### src/inc/acs_defines.vh
`ifndef ACS_DEFINES_VH
`define ACS_DEFINES_VH

// ***************************************************************
// register offsets (byte addresses)
// ***************************************************************
`define ACS_OFF_CTRL     8'h00
`define ACS_OFF_CHAN     8'h04
`define ACS_OFF_RES_LO   8'h08
`define ACS_OFF_RES_HI   8'h0C
`define ACS_OFF_IRQ_STAT 8'h10
`define ACS_OFF_IRQ_CLR  8'h14
`define ACS_OFF_IRQ_EN   8'h18
`define ACS_OFF_TRIG     8'h1C
`define ACS_OFF_CAL      8'h20

// ***************************************************************
// control_status fields
// ***************************************************************
`define ACS_CTRL_EN      7
`define ACS_CTRL_START   6
`define ACS_CTRL_AUTO    5
`define ACS_CTRL_FLAG    4
`define ACS_CTRL_PS_HI   2
`define ACS_CTRL_PS_LO   0

// ***************************************************************
// channel select fields
// ***************************************************************
`define ACS_CHAN_HI      4
`define ACS_CHAN_LO      0
`define ACS_REF_HI       7
`define ACS_REF_LO       6

// ***************************************************************
// interrupt bits, trigger source
// ***************************************************************
`define ACS_IRQ_DONE     0
`define ACS_IRQ_SAMPLE   1
`define ACS_TRIG_EXT     0

// ***************************************************************
// reset values
// ***************************************************************
`define ACS_RST_PS       3'h0
`define ACS_RST_CHAN     5'h00
`define ACS_RST_REF      2'h0

// ***************************************************************
// timing, in half converter clock cycles
// ***************************************************************
`define ACS_NORM_HALVES  6'd26
`define ACS_FIRST_HALVES 6'd50
`define ACS_SH_NORM      6'd3
`define ACS_SH_FIRST     6'd29
`define ACS_SH_TRIG      6'd2

`endif

### src/rtl/acs_sequencer.v
// Our own choices: the APB interface to the registers and the register addresses.
`timescale 1ns/10ps
`include "acs_defines.vh"

module acs_sequencer #(
	parameter [7:0] SENSOR_GAIN_CAL   = 8'h80,
	parameter [7:0] SENSOR_OFFSET_CAL = 8'h00
) (
	// clock and reset
	input  wire          clock,
	input  wire          rst,
	// apb slave
	input  wire          psel,
	input  wire          penable,
	input  wire          pwrite,
	input  wire [7:0]    paddr,
	input  wire [31:0]   pwdata,
	output wire [31:0]   prdata,
	output wire          pready,
	output wire          pslverr,
	// analog side
	input  wire          trigger_in,
	input  wire [9:0]    adc_result_in,
	output wire [4:0]    channel_select_field,
	output wire [1:0]    reference_select,
	output wire          sample_hold,
	output wire          converting,
	// interrupt
	output wire          irq
);

	// ***************************************************************
	// states
	// ***************************************************************
	localparam [2:0] ST_IDLE = 3'b001;
	localparam [2:0] ST_WAIT = 3'b010;
	localparam [2:0] ST_CONV = 3'b100;

	reg  [2:0]  state_reg;
	reg  [2:0]  state_next;
	reg  [5:0]  half_reg;
	reg  [5:0]  half_next;
	reg         enable_reg;
	reg         enable_next;
	reg         start_reg;
	reg         start_next;
	reg         first_reg;
	reg         first_next;
	reg         auto_reg;
	reg  [2:0]  ps_reg;
	reg         trig_src_reg;
	reg  [4:0]  chan_reg;
	reg  [1:0]  ref_reg;
	reg  [9:0]  result_reg;
	reg  [1:0]  irq_stat_reg;
	reg  [1:0]  irq_en_reg;
	reg         sh_reg;
	reg         sh_next;
	reg         done;
	reg         restart;
	reg  [31:0] prdata_reg;
	reg  [31:0] rd_val;
	reg         trig_meta_reg;
	reg         trig_sync_reg;
	reg         trig_prev_reg;
	reg         trig_edge_reg;
	wire        rise_tick;
	wire        fall_tick;
	wire        wr;
	wire        sw_start;
	wire [5:0]  sh_target;
	wire [5:0]  total;
	wire [1:0]  irq_set;
	wire [1:0]  irq_clr;

	// ***************************************************************
	// address decode
	// ***************************************************************
	function is_mapped;
		input [7:0] a;
		begin
			case (a)
				`ACS_OFF_CTRL, `ACS_OFF_CHAN, `ACS_OFF_RES_LO, `ACS_OFF_RES_HI,
				`ACS_OFF_IRQ_STAT, `ACS_OFF_IRQ_CLR, `ACS_OFF_IRQ_EN,
				`ACS_OFF_TRIG, `ACS_OFF_CAL: is_mapped = 1'b1;
				default: is_mapped = 1'b0;
			endcase
		end
	endfunction

	function wr_hit;
		input [7:0] a;
		input [7:0] off;
		input       w;
		begin
			wr_hit = w && (a == off);
		end
	endfunction

	assign wr       = psel && penable && pwrite;
	assign pready   = 1'b1;
	assign pslverr  = psel && penable && !is_mapped(paddr);
	assign prdata   = prdata_reg;
	assign sw_start = wr_hit(paddr, `ACS_OFF_CTRL, wr) && pwdata[`ACS_CTRL_START];

	// ***************************************************************
	// converter clock
	// ***************************************************************
	acs_prescaler #(
		.CW (7)
	) u_prescaler (
		.clock           (clock),
		.rst             (rst),
		.enable          (enable_reg),
		.restart         (restart),
		.prescale_select (ps_reg),
		.rise_tick       (rise_tick),
		.fall_tick       (fall_tick)
	);

	// ***************************************************************
	// trigger synchroniser and edge detect
	// ***************************************************************
	always @(posedge clock) begin
		if (rst) begin
			trig_meta_reg <= 1'b0;
			trig_sync_reg <= 1'b0;
			trig_prev_reg <= 1'b0;
			trig_edge_reg <= 1'b0;
		end else begin
			trig_meta_reg <= trigger_in;
			trig_sync_reg <= trig_meta_reg;
			trig_prev_reg <= trig_sync_reg;
			trig_edge_reg <= trig_sync_reg && !trig_prev_reg;
		end
	end

	// ***************************************************************
	// conversion sequencer
	// ***************************************************************
	assign total     = first_reg ? `ACS_FIRST_HALVES : `ACS_NORM_HALVES;
	assign sh_target = first_reg ? `ACS_SH_FIRST :
	                   (auto_reg && trig_src_reg) ? `ACS_SH_TRIG : `ACS_SH_NORM;

	always @* begin
		state_next  = state_reg;
		half_next   = half_reg;
		start_next  = start_reg || sw_start;
		first_next  = first_reg;
		enable_next = enable_reg;
		sh_next     = 1'b0;
		done        = 1'b0;
		restart     = 1'b0;
		if (wr_hit(paddr, `ACS_OFF_CTRL, wr))
			enable_next = pwdata[`ACS_CTRL_EN];
		if (!enable_reg && enable_next)
			first_next = 1'b1;
		case (state_reg)
			ST_IDLE: begin
				if (auto_reg && trig_src_reg && trig_edge_reg) begin
					restart    = 1'b1;
					start_next = 1'b1;
					state_next = ST_WAIT;
				end else if (start_reg) begin
					state_next = ST_WAIT;
				end
			end
			ST_WAIT: begin
				if (rise_tick) begin
					state_next = ST_CONV;
					half_next  = 6'd0;
				end
			end
			ST_CONV: begin
				if (rise_tick || fall_tick) begin
					half_next = half_reg + 6'd1;
					if (half_next == sh_target)
						sh_next = 1'b1;
					if (half_next == total) begin
						done       = 1'b1;
						half_next  = 6'd0;
						first_next = 1'b0;
						if (auto_reg && !trig_src_reg) begin
							state_next = ST_CONV;
						end else begin
							state_next = ST_IDLE;
							start_next = sw_start;
						end
					end
				end
			end
			default: begin
				state_next = ST_IDLE;
			end
		endcase
		if (!enable_next) begin
			state_next = ST_IDLE;
			half_next  = 6'd0;
			start_next = 1'b0;
			done       = 1'b0;
			sh_next    = 1'b0;
			restart    = 1'b0;
		end
	end

	always @(posedge clock) begin
		if (rst) begin
			state_reg  <= ST_IDLE;
			half_reg   <= 6'd0;
			enable_reg <= 1'b0;
			start_reg  <= 1'b0;
			first_reg  <= 1'b0;
			sh_reg     <= 1'b0;
			result_reg <= 10'h000;
		end else begin
			state_reg  <= state_next;
			half_reg   <= half_next;
			enable_reg <= enable_next;
			start_reg  <= start_next;
			first_reg  <= first_next;
			sh_reg     <= sh_next;
			if (done)
				result_reg <= adc_result_in;
		end
	end

	// ***************************************************************
	// software registers
	// ***************************************************************
	assign irq_set = {sh_next, done};
	assign irq_clr = wr_hit(paddr, `ACS_OFF_IRQ_CLR, wr) ? pwdata[1:0] : 2'h0;

	always @(posedge clock) begin
		if (rst) begin
			auto_reg     <= 1'b0;
			ps_reg       <= `ACS_RST_PS;
			trig_src_reg <= 1'b0;
			chan_reg     <= `ACS_RST_CHAN;
			ref_reg      <= `ACS_RST_REF;
			irq_en_reg   <= 2'h0;
			irq_stat_reg <= 2'h0;
		end else begin
			if (wr_hit(paddr, `ACS_OFF_CTRL, wr)) begin
				auto_reg <= pwdata[`ACS_CTRL_AUTO];
				ps_reg   <= pwdata[`ACS_CTRL_PS_HI:`ACS_CTRL_PS_LO];
			end
			if (wr_hit(paddr, `ACS_OFF_CHAN, wr)) begin
				chan_reg <= pwdata[`ACS_CHAN_HI:`ACS_CHAN_LO];
				ref_reg  <= pwdata[`ACS_REF_HI:`ACS_REF_LO];
			end
			if (wr_hit(paddr, `ACS_OFF_TRIG, wr))
				trig_src_reg <= pwdata[`ACS_TRIG_EXT];
			if (wr_hit(paddr, `ACS_OFF_IRQ_EN, wr))
				irq_en_reg <= pwdata[1:0];
			// set wins over a clear in the same cycle
			irq_stat_reg <= (irq_stat_reg & ~irq_clr) | irq_set;
		end
	end

	// ***************************************************************
	// read path, latched in the setup cycle
	// ***************************************************************
	always @* begin
		rd_val = 32'h0000_0000;
		case (paddr)
			`ACS_OFF_CTRL: begin
				rd_val[`ACS_CTRL_EN]    = enable_reg;
				rd_val[`ACS_CTRL_START] = start_reg;
				rd_val[`ACS_CTRL_AUTO]  = auto_reg;
				rd_val[`ACS_CTRL_FLAG]  = irq_stat_reg[`ACS_IRQ_DONE];
				rd_val[`ACS_CTRL_PS_HI:`ACS_CTRL_PS_LO] = ps_reg;
			end
			`ACS_OFF_CHAN: begin
				rd_val[`ACS_CHAN_HI:`ACS_CHAN_LO] = chan_reg;
				rd_val[`ACS_REF_HI:`ACS_REF_LO]   = ref_reg;
			end
			`ACS_OFF_RES_LO:   rd_val[7:0] = result_reg[7:0];
			`ACS_OFF_RES_HI:   rd_val[1:0] = result_reg[9:8];
			`ACS_OFF_IRQ_STAT: rd_val[1:0] = irq_stat_reg;
			`ACS_OFF_IRQ_EN:   rd_val[1:0] = irq_en_reg;
			`ACS_OFF_TRIG:     rd_val[0]   = trig_src_reg;
			`ACS_OFF_CAL:      rd_val[15:0] = {SENSOR_OFFSET_CAL, SENSOR_GAIN_CAL};
			default:           rd_val = 32'h0000_0000;
		endcase
	end

	always @(posedge clock) begin
		if (rst)
			prdata_reg <= 32'h0000_0000;
		else if (psel && !penable && !pwrite)
			prdata_reg <= rd_val;
	end

	// ***************************************************************
	// outputs
	// ***************************************************************
	assign channel_select_field = chan_reg;
	assign reference_select     = ref_reg;
	assign sample_hold          = sh_reg;
	assign converting           = state_reg[2];
	assign irq                  = |(irq_stat_reg & irq_en_reg);

endmodule

### src/rtl/acs_prescaler.v
`timescale 1ns/10ps
`include "acs_defines.vh"

module acs_prescaler #(
	parameter CW = 7
) (
	// clock and reset
	input  wire          clock,
	input  wire          rst,
	// control
	input  wire          enable,
	input  wire          restart,
	input  wire [2:0]    prescale_select,
	// converter clock edges
	output reg           rise_tick,
	output reg           fall_tick
);

	reg  [CW-1:0] cnt_reg;
	wire [CW:0]   div_val;
	wire          wrap;

	// division factor: 2 for selects 0 and 1, else 2^select
	function [CW:0] acs_div;
		input [2:0] sel;
		begin
			if (sel == 3'h0)
				acs_div = {{(CW-1){1'b0}}, 2'b10};
			else
				acs_div = {{CW{1'b0}}, 1'b1} << sel;
		end
	endfunction

	assign div_val = acs_div(prescale_select);
	// greater-or-equal catches a divisor shrunk while counting
	assign wrap    = ({1'b0, cnt_reg} >= div_val - 1'b1);

	always @(posedge clock) begin
		if (rst || !enable || restart) begin
			cnt_reg   <= {CW{1'b0}};
			rise_tick <= 1'b0;
			fall_tick <= 1'b0;
		end else begin
			cnt_reg   <= wrap ? {CW{1'b0}} : cnt_reg + 1'b1;
			rise_tick <= wrap;
			fall_tick <= ({1'b0, cnt_reg} == (div_val >> 1) - 1'b1);
		end
	end

endmodule

### config.mk
export PLATFORM = sky130hd
export DESIGN_NAME = acs_sequencer
export DESIGN_NICKNAME = d
export VERILOG_FILES = /design/src/rtl/acs_sequencer.v /design/src/rtl/acs_prescaler.v
export VERILOG_INCLUDE_DIRS = /design/src /design/src/inc
export SDC_FILE = /design/constraint.sdc
export NUM_CORES = 1
export LEC_CHECK = 0
export ABC_AREA = 1
export BUFFER_PORTS_ARGS = -buffer_cell sky130_fd_sc_hd__buf_2
export CORE_ASPECT_RATIO = 1.4
export CORE_MARGIN = 2
export CORE_UTILIZATION = 50
export DETAILED_ROUTE_END_ITERATION = 10
export PLACE_DENSITY = 0.79
export SLEW_MARGIN = 0
export SYNTH_ARGS = -nofsm -noshare
export SYNTH_HDL_FRONTEND = slang
export SYNTH_SLANG_ARGS = --single-unit
### constraint.sdc
create_clock -name clock -period 2.6 [get_ports clock]
set_clock_uncertainty 0.15 [all_clocks]
set_input_delay 0.39 -clock clock [delete_from_list [all_inputs] [get_ports clock]]
set_output_delay 0.39 -clock clock [all_outputs]
set_load 0.02 [all_outputs]
==> results of run 1 <==
-- power breakdown --
| group | leakage [µW] | internal, µW | total (µW) | switching [µW] |
|---|---|---|---|---|
| Combinational | 0.00114 | 31.4 | 113 | 81.9 |
| Sequential | 0.000485 | 924 | 927 | 2.29 |
| Clock | 0.000127 | 688 | 1050 | 364 |
| Total | 0.00175 | 1640 | 2090 | 448 |
-- layout by cell type, fill, tap and decap left out, types with 2 or more instances in the layout --
cell / netlist / routed
sky130_fd_sc_hd__inv_1: 61 / 61
sky130_fd_sc_hd__o21bai_1: 2 / 2
sky130_fd_sc_hd__nand3_2: 2 / 2
sky130_fd_sc_hd__nand4_1: 9 / 9
sky130_fd_sc_hd__a21oi_1: 43 / 43
sky130_fd_sc_hd__o21ai_2: 1 / 2
sky130_fd_sc_hd__nor2_1: 49 / 48
sky130_fd_sc_hd__o211ai_1: 3 / 3
sky130_fd_sc_hd__xnor2_1: 7 / 7
sky130_fd_sc_hd__o22ai_1: 6 / 6
sky130_fd_sc_hd__nor3_1: 7 / 7
sky130_fd_sc_hd__buf_4: 29 / 8
sky130_fd_sc_hd__nand3b_1: 2 / 2
sky130_fd_sc_hd__clkbuf_8: 0 / 11
sky130_fd_sc_hd__nand2_1: 84 / 84
sky130_fd_sc_hd__inv_2: 4 / 4
sky130_fd_sc_hd__xor2_1: 8 / 8
sky130_fd_sc_hd__nand3_1: 25 / 25
sky130_fd_sc_hd__conb_1: 2 / 25
sky130_fd_sc_hd__o21ai_0: 33 / 32
sky130_fd_sc_hd__dfxtp_1: 60 / 59
sky130_fd_sc_hd__nor2_2: 8 / 9
sky130_fd_sc_hd__nand2_2: 4 / 4
sky130_fd_sc_hd__buf_2: 1 / 50
sky130_fd_sc_hd__ha_1: 10 / 10
sky130_fd_sc_hd__bufinv_16: 0 / 3
sky130_fd_sc_hd__nor3_2: 2 / 2
-- critical path: stages (launching register included) --
cell and delay, ns:
sky130_fd_sc_hd__dfxtp_1 0.42, sky130_fd_sc_hd__inv_1 0.08, sky130_fd_sc_hd__nand3_1 0.08, sky130_fd_sc_hd__ha_1 0.21
sky130_fd_sc_hd__inv_1 0.09, sky130_fd_sc_hd__xor2_1 0.25, sky130_fd_sc_hd__ha_1 0.30, sky130_fd_sc_hd__a21oi_1 0.16
sky130_fd_sc_hd__a21oi_1 0.09, sky130_fd_sc_hd__nor2_1 0.15, sky130_fd_sc_hd__nand4_1 0.11, sky130_fd_sc_hd__buf_4 0.17
sky130_fd_sc_hd__nor2_1 0.08
-- cell type report --
| cell class | count | area [µm²] |
|---|---|---|
| sequential | 60 | 1202 |
| multi-input combinational | 341 | 1767 |
| inverter | 66 | 247.7 |
| timing repair buffer | 58 | 310.3 |
| clock buffer | 12 | 155.1 |
| clock inverter | 4 | 95.09 |
| tap | 74 | 92.59 |
| fill | 599 | 2699 |
-- kinds of logic after synthesis --
kind of cell	Yosys count	share of synthesized area (%)
flip-flops	60	35.62
other	2	0.2227
AO/OA/AOI/OAI	95	15.29
buffers and inverters	101	14.73
AND/OR/NAND/NOR	196	26.53
XOR/XNOR	15	3.896
adder cells (fa/ha/maj)	10	3.711
-- through the flow --
| stage | std cells | instance area [µm²] | total power [µW] | util (%) | setup WS (ns) |
|---|---|---|---|---|---|
| final | 615 | 3870 | 2092 | 58.91 | 0.2051 |
| after global routing | 615 | 3870 | 2157 | 58.91 | 0.02083 |
| after CTS | 613 | 3847 | 2104 | 58.57 | 0.02426 |
| after detailed placement | 597 | 3597 | 1058 | 54.76 | 0.04616 |
| after global placement | 597 | 3597 | 1056 | 54.76 | 0.1947 |
| after floorplan | 502 | 3458 | 1046 | - | 0.3488 |
-- metal layers --
| layer | track usage [%] | share of wire (%) | vias up |
|---|---|---|---|
| li1 | - | - | 1618 |
| met1 | 25.85 | 42 | 1429 |
| met2 | 37.56 | 50 | 104 |
| met3 | 4.279 | 5.5 | 18 |
| met4 | 9.790 | 2.5 | 0 |
| met5 | 0 | 0 | - |
-- timing repair --
action / in CTS / in global routing
hold buffers: 0 / 0
setup buffers: 0 / 2
resized for setup: 0 / 4
endpoints found under the setup margin: 0 / 7
-- worst min-delay path by stage --
stage,to,slack [ns],cells past startpoint
global placement,trig_sync_reg$_SDFF_PP0_,0.24,2
floorplan,trig_edge_reg$_SDFF_PP0_,0.22,1
CTS,trig_meta_reg$_SDFF_PP0_,0.08,3
global route,trig_meta_reg$_SDFF_PP0_,0.10,3
detailed placement,trig_sync_reg$_SDFF_PP0_,0.24,2
finish,trig_meta_reg$_SDFF_PP0_,0.09,3
==> run summary, run 1 <==
The flow ran to the end, and the final reports show no timing, DRC or antenna violations. The logs give 0 for the number of endpoints with negative hold slack in the final report and 0 for the total of max-cap violations. The dominant synthesized flop cell was sky130_fd_sc_hd__dfxtp_1. By count the netlist is led by 84 x sky130_fd_sc_hd__nand2_1, 61 x sky130_fd_sc_hd__inv_1, 60 x sky130_fd_sc_hd__dfxtp_1, 49 x sky130_fd_sc_hd__nor2_1, 43 x sky130_fd_sc_hd__a21oi_1.

After detailed routing, the total wire length is 7.532 mm. Detailed routing inserted a total of 3,169 vias. In this run the most critical hold path is launched from trigger_in. The maximum number of pins on one net before global-route repair came out at 22.

The synthesized design contains 0 enable-type register cells. The analysis attributes to cell leakage a power of 0.001747 µW. The flip-flop count of the largest register, all copies and words added was 10; the cell depth of the worst flop-to-flop path was 12. The count of boundary I/O pins is 100. The floorplan step defined a core boundary enclosing 6569 µm². At the end of routability-driven placement, the weighted congestion stood at 0.9097. The area growth from synthesis to layout is 14.77%.

Setup repair after global routing left no endpoint under its margin. Counting every instance in the synthesized netlist gives 479. The setup slack of the worst register-to-register path was 0.21 ns. The class of the tightest hold or removal check was in2reg. STA classifies the critical path endpoint as a flop. Dividing the detail-routed wire length by the instance count gives 12.25 µm. For the first-pass iteration count of the detailed router, the log shows 4.

Buffers inserted during clock tree synthesis total 9. The share of async-settable or async-resettable flops after synthesis works out to 0%. The capture point of the worst path was u_prescaler.cnt_reg[3]$_SDFF_PP0_. The register bit count reported by yosys was 60; the minimum period implied by the final worst setup slack was 2.395 ns. For this run, the number of Yosys warnings is 0.

For the final routed database, the setup TNS stands at 0 ns. The x dimension of the die works out to 73.41 µm. The capturing point of the worst reg2reg path was u_prescaler.cnt_reg[3]$_SDFF_PP0_. The final count of negative-setup-slack endpoints is 0. The clock reaches the later pin of the worst-skew pair after 0.34 ns. For the worst supply voltage drop on vdd, the log shows 0.4833 mV.

The H-tree was split into 3 levels. The die covers 7426 µm². The final critical path takes up 92.11% of the cycle. The distinct cell type count after synthesis was 39. 0 antenna diodes ended up in the layout. The logs give 3,010 for the via count of the first global-routing pass and 143 for the first-iteration detailed-routing DRC count. Mean post-synth cell area: 7.040 µm².

The run gives 2 as the maximum clock insertion buffer count. The tools report the source of the worst register-to-register timing path as ps_reg[2]$_SDFFE_PP0N_. The overall track demand over capacity in global routing came out at 21.79%.

The floorplan step set the die height to 101.2 µm. Kind of critical path: reg2reg. Once detail routing completed, the nets flagged for antenna violations numbered 0. The count of buffers added on input and output ports is 50. Sequential cells were found to cover 35.62% of the synthesized design area. The tools report the summed instance area of the synthesized netlist as 3372 µm².

In the routed design, unresolved DRC markers number 0. The cell type contributing the most total cell area after synthesis is sky130_fd_sc_hd__dfxtp_1. Data arrives at the worst endpoint at 2.52 ns.

The worst setup path is launched from a flop. The clock input transition at the sequential cells of the worst setup and hold paths is 0.07 ns, and the standard-cell row count is 35. The layout net count is 602, and the first-pass GRT wire length is 12.81 mm. Along the worst path, the maximum fanout reaches 7. The most critical setup path has its startpoint at ps_reg[2]$_SDFFE_PP0N_. The minimum hold slack was 0.09295 ns; the power density of the placed cells was 540.5 nW/µm². Sum of net half-perimeters after detailed placement: 5.654 mm. The number of clock sinks is 60, and the post-detailed-route via-to-cell ratio is 5.153.

In this run the biggest area consumer among cell types represents 35.62% of the synthesized area. The final global-route overflow total was 0; the number of antenna violations at the first check in global routing was 0. The initial standard-cell utilization of the core is 51.33%. The CTS root buffer is sky130_fd_sc_hd__clkbuf_8.

The run gives 0 as the max-slew violation total from the final report. Timing would allow up to 417.6 MHz. The most repeated cell in the gate-level netlist after synthesis is sky130_fd_sc_hd__nand2_1.

TritonCTS built the clock tree. Of the cells placed in the final design, the portion with a size suffix greater than 1 is 18.67%. Yosys attributes the largest share of cell area to sky130_fd_sc_hd__dfxtp_1 36%, sky130_fd_sc_hd__nand2_1 9.4%, sky130_fd_sc_hd__inv_1 6.8%.

For the worst setup path, the data required time is 2.73 ns.
No activity file was read; power rests on OpenSTA's default activity.
==> inputs of run 2 (changes only) <==
Settings changed: ABC_AREA 1 to default, CORE_UTILIZATION 50 to 45, PLACE_DENSITY 0.79 to 0.71.
==> run 2 against run 1 <==
Die area rose by 18%. Total power rose by 0.75%. Non-clock buffer count grew 8. Combinational power is 12% higher. Synthesized cell count decreased by 10%. Wire length up 13%. Critical path type unchanged.
==> run summary, run 2 <==
The final cycle utilization of the critical path is 90.81% (-1.3 points), and the area share of the leading cell type in the synthesized netlist is 33.26% (-2.4 points). The kind of critical path was reg2reg. The overall track demand over capacity in global routing is 20.18% (-1.6 points), and the post-detailed-route via-to-cell ratio is 5.517 (+7.1%). The per-cell routed wire length came out at 14.54 µm (+19%).

Grouping stages by cell kind, the critical path spends the most delay in compound AO/OA/AOI/OAI gates. The power density of the placed cells was 505.0 nW/µm² (-6.6%); the met2 layer wire length in the routed design was 4.302 mm (+15%). The run gives 64 (+64%) as the distinct cell type count after synthesis.

The CTS root buffer was sky130_fd_sc_hd__clkbuf_8. The share of layout cells above drive strength 1 works out to 20.58% (+1.9 points). Among all stages on the critical path, the largest delay is contributed by sky130_fd_sc_hd__dfxtp_1. The switching power as a share of total power came out at 21.78% (+0.35 points). The most repeated cell in the gate-level netlist after synthesis is sky130_fd_sc_hd__dfxtp_1.

The dominant synthesized flop cell is sky130_fd_sc_hd__dfxtp_1. The clock buffer count from CTS was 9 (unchanged); the DRC violations left was 0 (unchanged). The number of antenna violations at the first check in global routing was 0 (unchanged).

For the placer's final routability congestion estimate, the log shows 0.8537 (-6.2%). The amount of wire on met3 after detailed routing was 388 µm (-7.2%). The required arrival time at the worst endpoint came out at 2.71 ns (-0.02 ns). The element type at the critical path start is a flop. The count of synthesis-stage warnings from yosys is 0 (unchanged), and the post-layout total power is 2107 µW (+0.75%).

At the pin with the least slew margin, the transition time is 0.8253 ns. The sequential cell fraction of total power is 43.7% (-0.6 points), and the maximum number of pins on one net before global-route repair is 43 (+95%). Ranked by instance count, the synthesized netlist is headed by 60 x sky130_fd_sc_hd__dfxtp_1, 36 x sky130_fd_sc_hd__nor2_1, 28 x sky130_fd_sc_hd__nand2_1, 27 x sky130_fd_sc_hd__mux2i_1, 27 x sky130_fd_sc_hd__nand2b_1. The number of enable-type register cells in the synthesized netlist is 0 (unchanged). The total of max-cap violations was 0 (unchanged); the filler cell count was 714 (+19%). The area growth from synthesis to layout is 15.56%.

Layout net count: 547 (-9.1%). The total die area is 8767 µm² (+18%). Leaving out fill and tap cells, the most frequent cells in the layout are 59 x sky130_fd_sc_hd__dfxtp_1, 50 x sky130_fd_sc_hd__buf_2, 35 x sky130_fd_sc_hd__nor2_1. For the worst supply voltage drop on vdd, the log shows 0.3815 mV (-21%). The final count of negative-setup-slack endpoints was 0 (unchanged).

For the maximum operating frequency, the log shows 423.5 MHz (+1.4%). The flow ran to the end, and the final reports show no timing, DRC or antenna violations. The fraction of power consumed by combinational cells was 6.0% (+0.6 points); the standard-cell row count was 38 (+8.6%).

The min-delay analysis places its worst path in the category in2reg. The total of cells resized after clock tree synthesis is 0 (unchanged). The worst-skew pair later-pin latency is 0.35 ns (about the same). The tools report the normalized max-slew margin as 44.56%.

The initial standard-cell utilization of the core was 46.59% (-4.7 points); the post-cts hold buffer count was 0 (unchanged). The flip-flop count of the largest register, all copies and words added came out at 10 (unchanged). The run gives 3611 µm² (+7.1%) as the summed instance area of the synthesized netlist. The via count of the routed design was 3,233 (+2.0%). Number of clock sinks: 60 (unchanged). The logs give 2 (unchanged) for the maximum clock insertion buffer count and 33.26% (-2.4 points) for the sequential cell area fraction in the yosys report.

X dimension of the die: 79.71 µm (+8.6%). The tools report the area of the core as 7750 µm² (+18%). The run gives 430 (-10%) as the synthesized netlist cell count. The power share of the clock group is 50.3% (about the same). The remaining number of nets flagged by the antenna check after routing came out at 0 (unchanged).

The minimum period implied by the final worst setup slack is 2.361 ns (-0.03382 ns), and the maximum fanout count along the critical path is 9 (+2). The share of async-settable or async-resettable flops after synthesis works out to 0% (unchanged). STA classifies the critical path endpoint as a flop. The tools report the placement-stage cell area as 3916 µm² (+8.9%).

Walking the worst path, the cells encountered are ha_1 > or4bb_1 > o22ai_1 > nand3_1 > a22o_1 > o31ai_2. The first-pass GRT wire length is 13.78 mm (+7.6%). Setup repair after global routing left no endpoint under its margin.

For the final global-route overflow total, the log shows 0 (unchanged). After detailed routing, no signal wire sits above met4. TritonCTS built the clock tree. The run gives 6.413 mm (+13%) as the sum of net half-perimeters after detailed placement. The run gives 0 (unchanged) as the max-slew violation total from the final report. The final total negative setup slack was 0 ns (unchanged); the smallest setup slack after layout was 0.2389 ns (+0.03382 ns). Die height: 110.0 µm (+8.7%).

The tools report the count of boundary I/O pins as 100 (unchanged). Critical path data arrival time: 2.47 ns (-0.05 ns). The run gives 3.633 mm (+14%) as the sum of routed wire segments on met1.

The first-iteration detailed-routing DRC count was 179 (+25%). Yosys attributes the largest share of cell area to sky130_fd_sc_hd__dfxtp_1 33%, sky130_fd_sc_hd__mux2i_1 7.5%, sky130_fd_sc_hd__buf_4 5.2%. The pre-CTS setup slack is 0.1030 ns (+0.05689 ns). The mean post-synth cell area works out to 8.398 µm² (+19%). The total of buffers placed on input and output ports is 50 (unchanged).

The register bit count reported by yosys came out at 60 (unchanged). The synthesized design spends more area on one cell type than any other, namely sky130_fd_sc_hd__dfxtp_1. The buffer and inverter count on the worst path was 0 (-3); the via count of the first global-routing pass was 2,938 (-2.4%). The clock input transition at the sequential cells of the worst setup and hold paths is 0.07 ns (about the same), and the number of inserted diodes is 0 (unchanged). The first-pass iteration count of the detailed router was 4 (unchanged). For the total wire length, the log shows 8.522 mm (+13%). The number of levels the H-tree was split into was 3 (unchanged); the final instance area was 4173 µm² (+7.8%). The largest stage delay on the critical path came out at 0.50 ns (+0.08 ns). Leaving out fill and tap cells, the most frequent cell in the layout is sky130_fd_sc_hd__dfxtp_1. The number of endpoints with negative hold slack in the final report came out at 0 (unchanged). Switching component of the power: 458.9 µW (+2.4%). The tools report the reported leakage power as 0.001718 µW (-1.7%). Internal cell power: 1648 µW (+0.29%). The number of post-CTS setup repair buffers is 0 (unchanged).
run 2: cell count changes after synthesis, sizes merged, moves of 6 or more:
cell / previous run / this run
clkbuf: 4 / 19
o21ai: 35 / 12
nand3: 27 / 20
a31oi: 1 / 7
a21oi: 44 / 24
nand2: 89 / 28
inv: 65 / 11
nand2b: 0 / 27
nand4: 9 / 3
mux2i: 0 / 27
nor2: 59 / 36
nor2b: 0 / 7
and3: 0 / 6
run 2: final timing paths:
check	end	slack, ns	cells after the start	from
setup / recovery	irq_stat_reg[1]$_SDFF_PP0_	0.24	6	half_reg[0]$_SDFFE_PP0P_
hold / removal	trig_meta_reg$_SDFF_PP0_	0.10	2	trigger_in
setup reg to reg	irq_stat_reg[1]$_SDFF_PP0_	0.24	6	half_reg[0]$_SDFFE_PP0P_
hold reg to reg	trig_edge_reg$_SDFF_PP0_	0.23	1	trig_prev_reg$_SDFF_PP0_
run 2: through the flow:
stage / instances / util (%) / hold slack (ns)
after floorplan: 453 / - / 0.2174
after global placement: 570 / 50.53 / 0.2282
after detailed placement: 570 / 50.53 / 0.2277
after CTS: 586 / 53.76 / 0.09673
after global routing: 586 / 53.84 / 0.1441
final: 586 / 53.84 / 0.1038
run 2: power groups by stage:
stage	logic, µW	registers (µW)	clock network, µW
finish	126	922	1060
floorplan	106	942	0
global route	135	921	1120
global placement	122	943	0
detailed placement	123	943	0
CTS	123	922	1070
run 2: layout make-up:
class,instances,area [µm²],share of cell area (%)
Timing Repair Buffer,66,382.9,9.175
Clock inverter,4,95.09,2.279
Multi-Input combinational cell,333,2171,52.02
Inverter,11,41.29,0.9895
Tap cell,100,125.1,2.999
Sequential cell,60,1202,28.82
Clock buffer,12,155.1,3.718
run 2: routing by layer:
layer / global-route usage, % / vias up
li1: - / 1594
met1: 24.51 / 1525
met2: 33.73 / 95
met3: 4.153 / 19
met4: 10.10 / 0
met5: 0 / -
run 2: cell families after synthesis:
kind of cell	share of synthesized area, %
other	0.2080
adder cells (fa/ha/maj)	3.742
flip-flops	33.26
AND/OR/NAND/NOR	25.68
multiplexers	8.108
buffers and inverters	9.355
AO/OA/AOI/OAI	16.49
XOR/XNOR	3.153
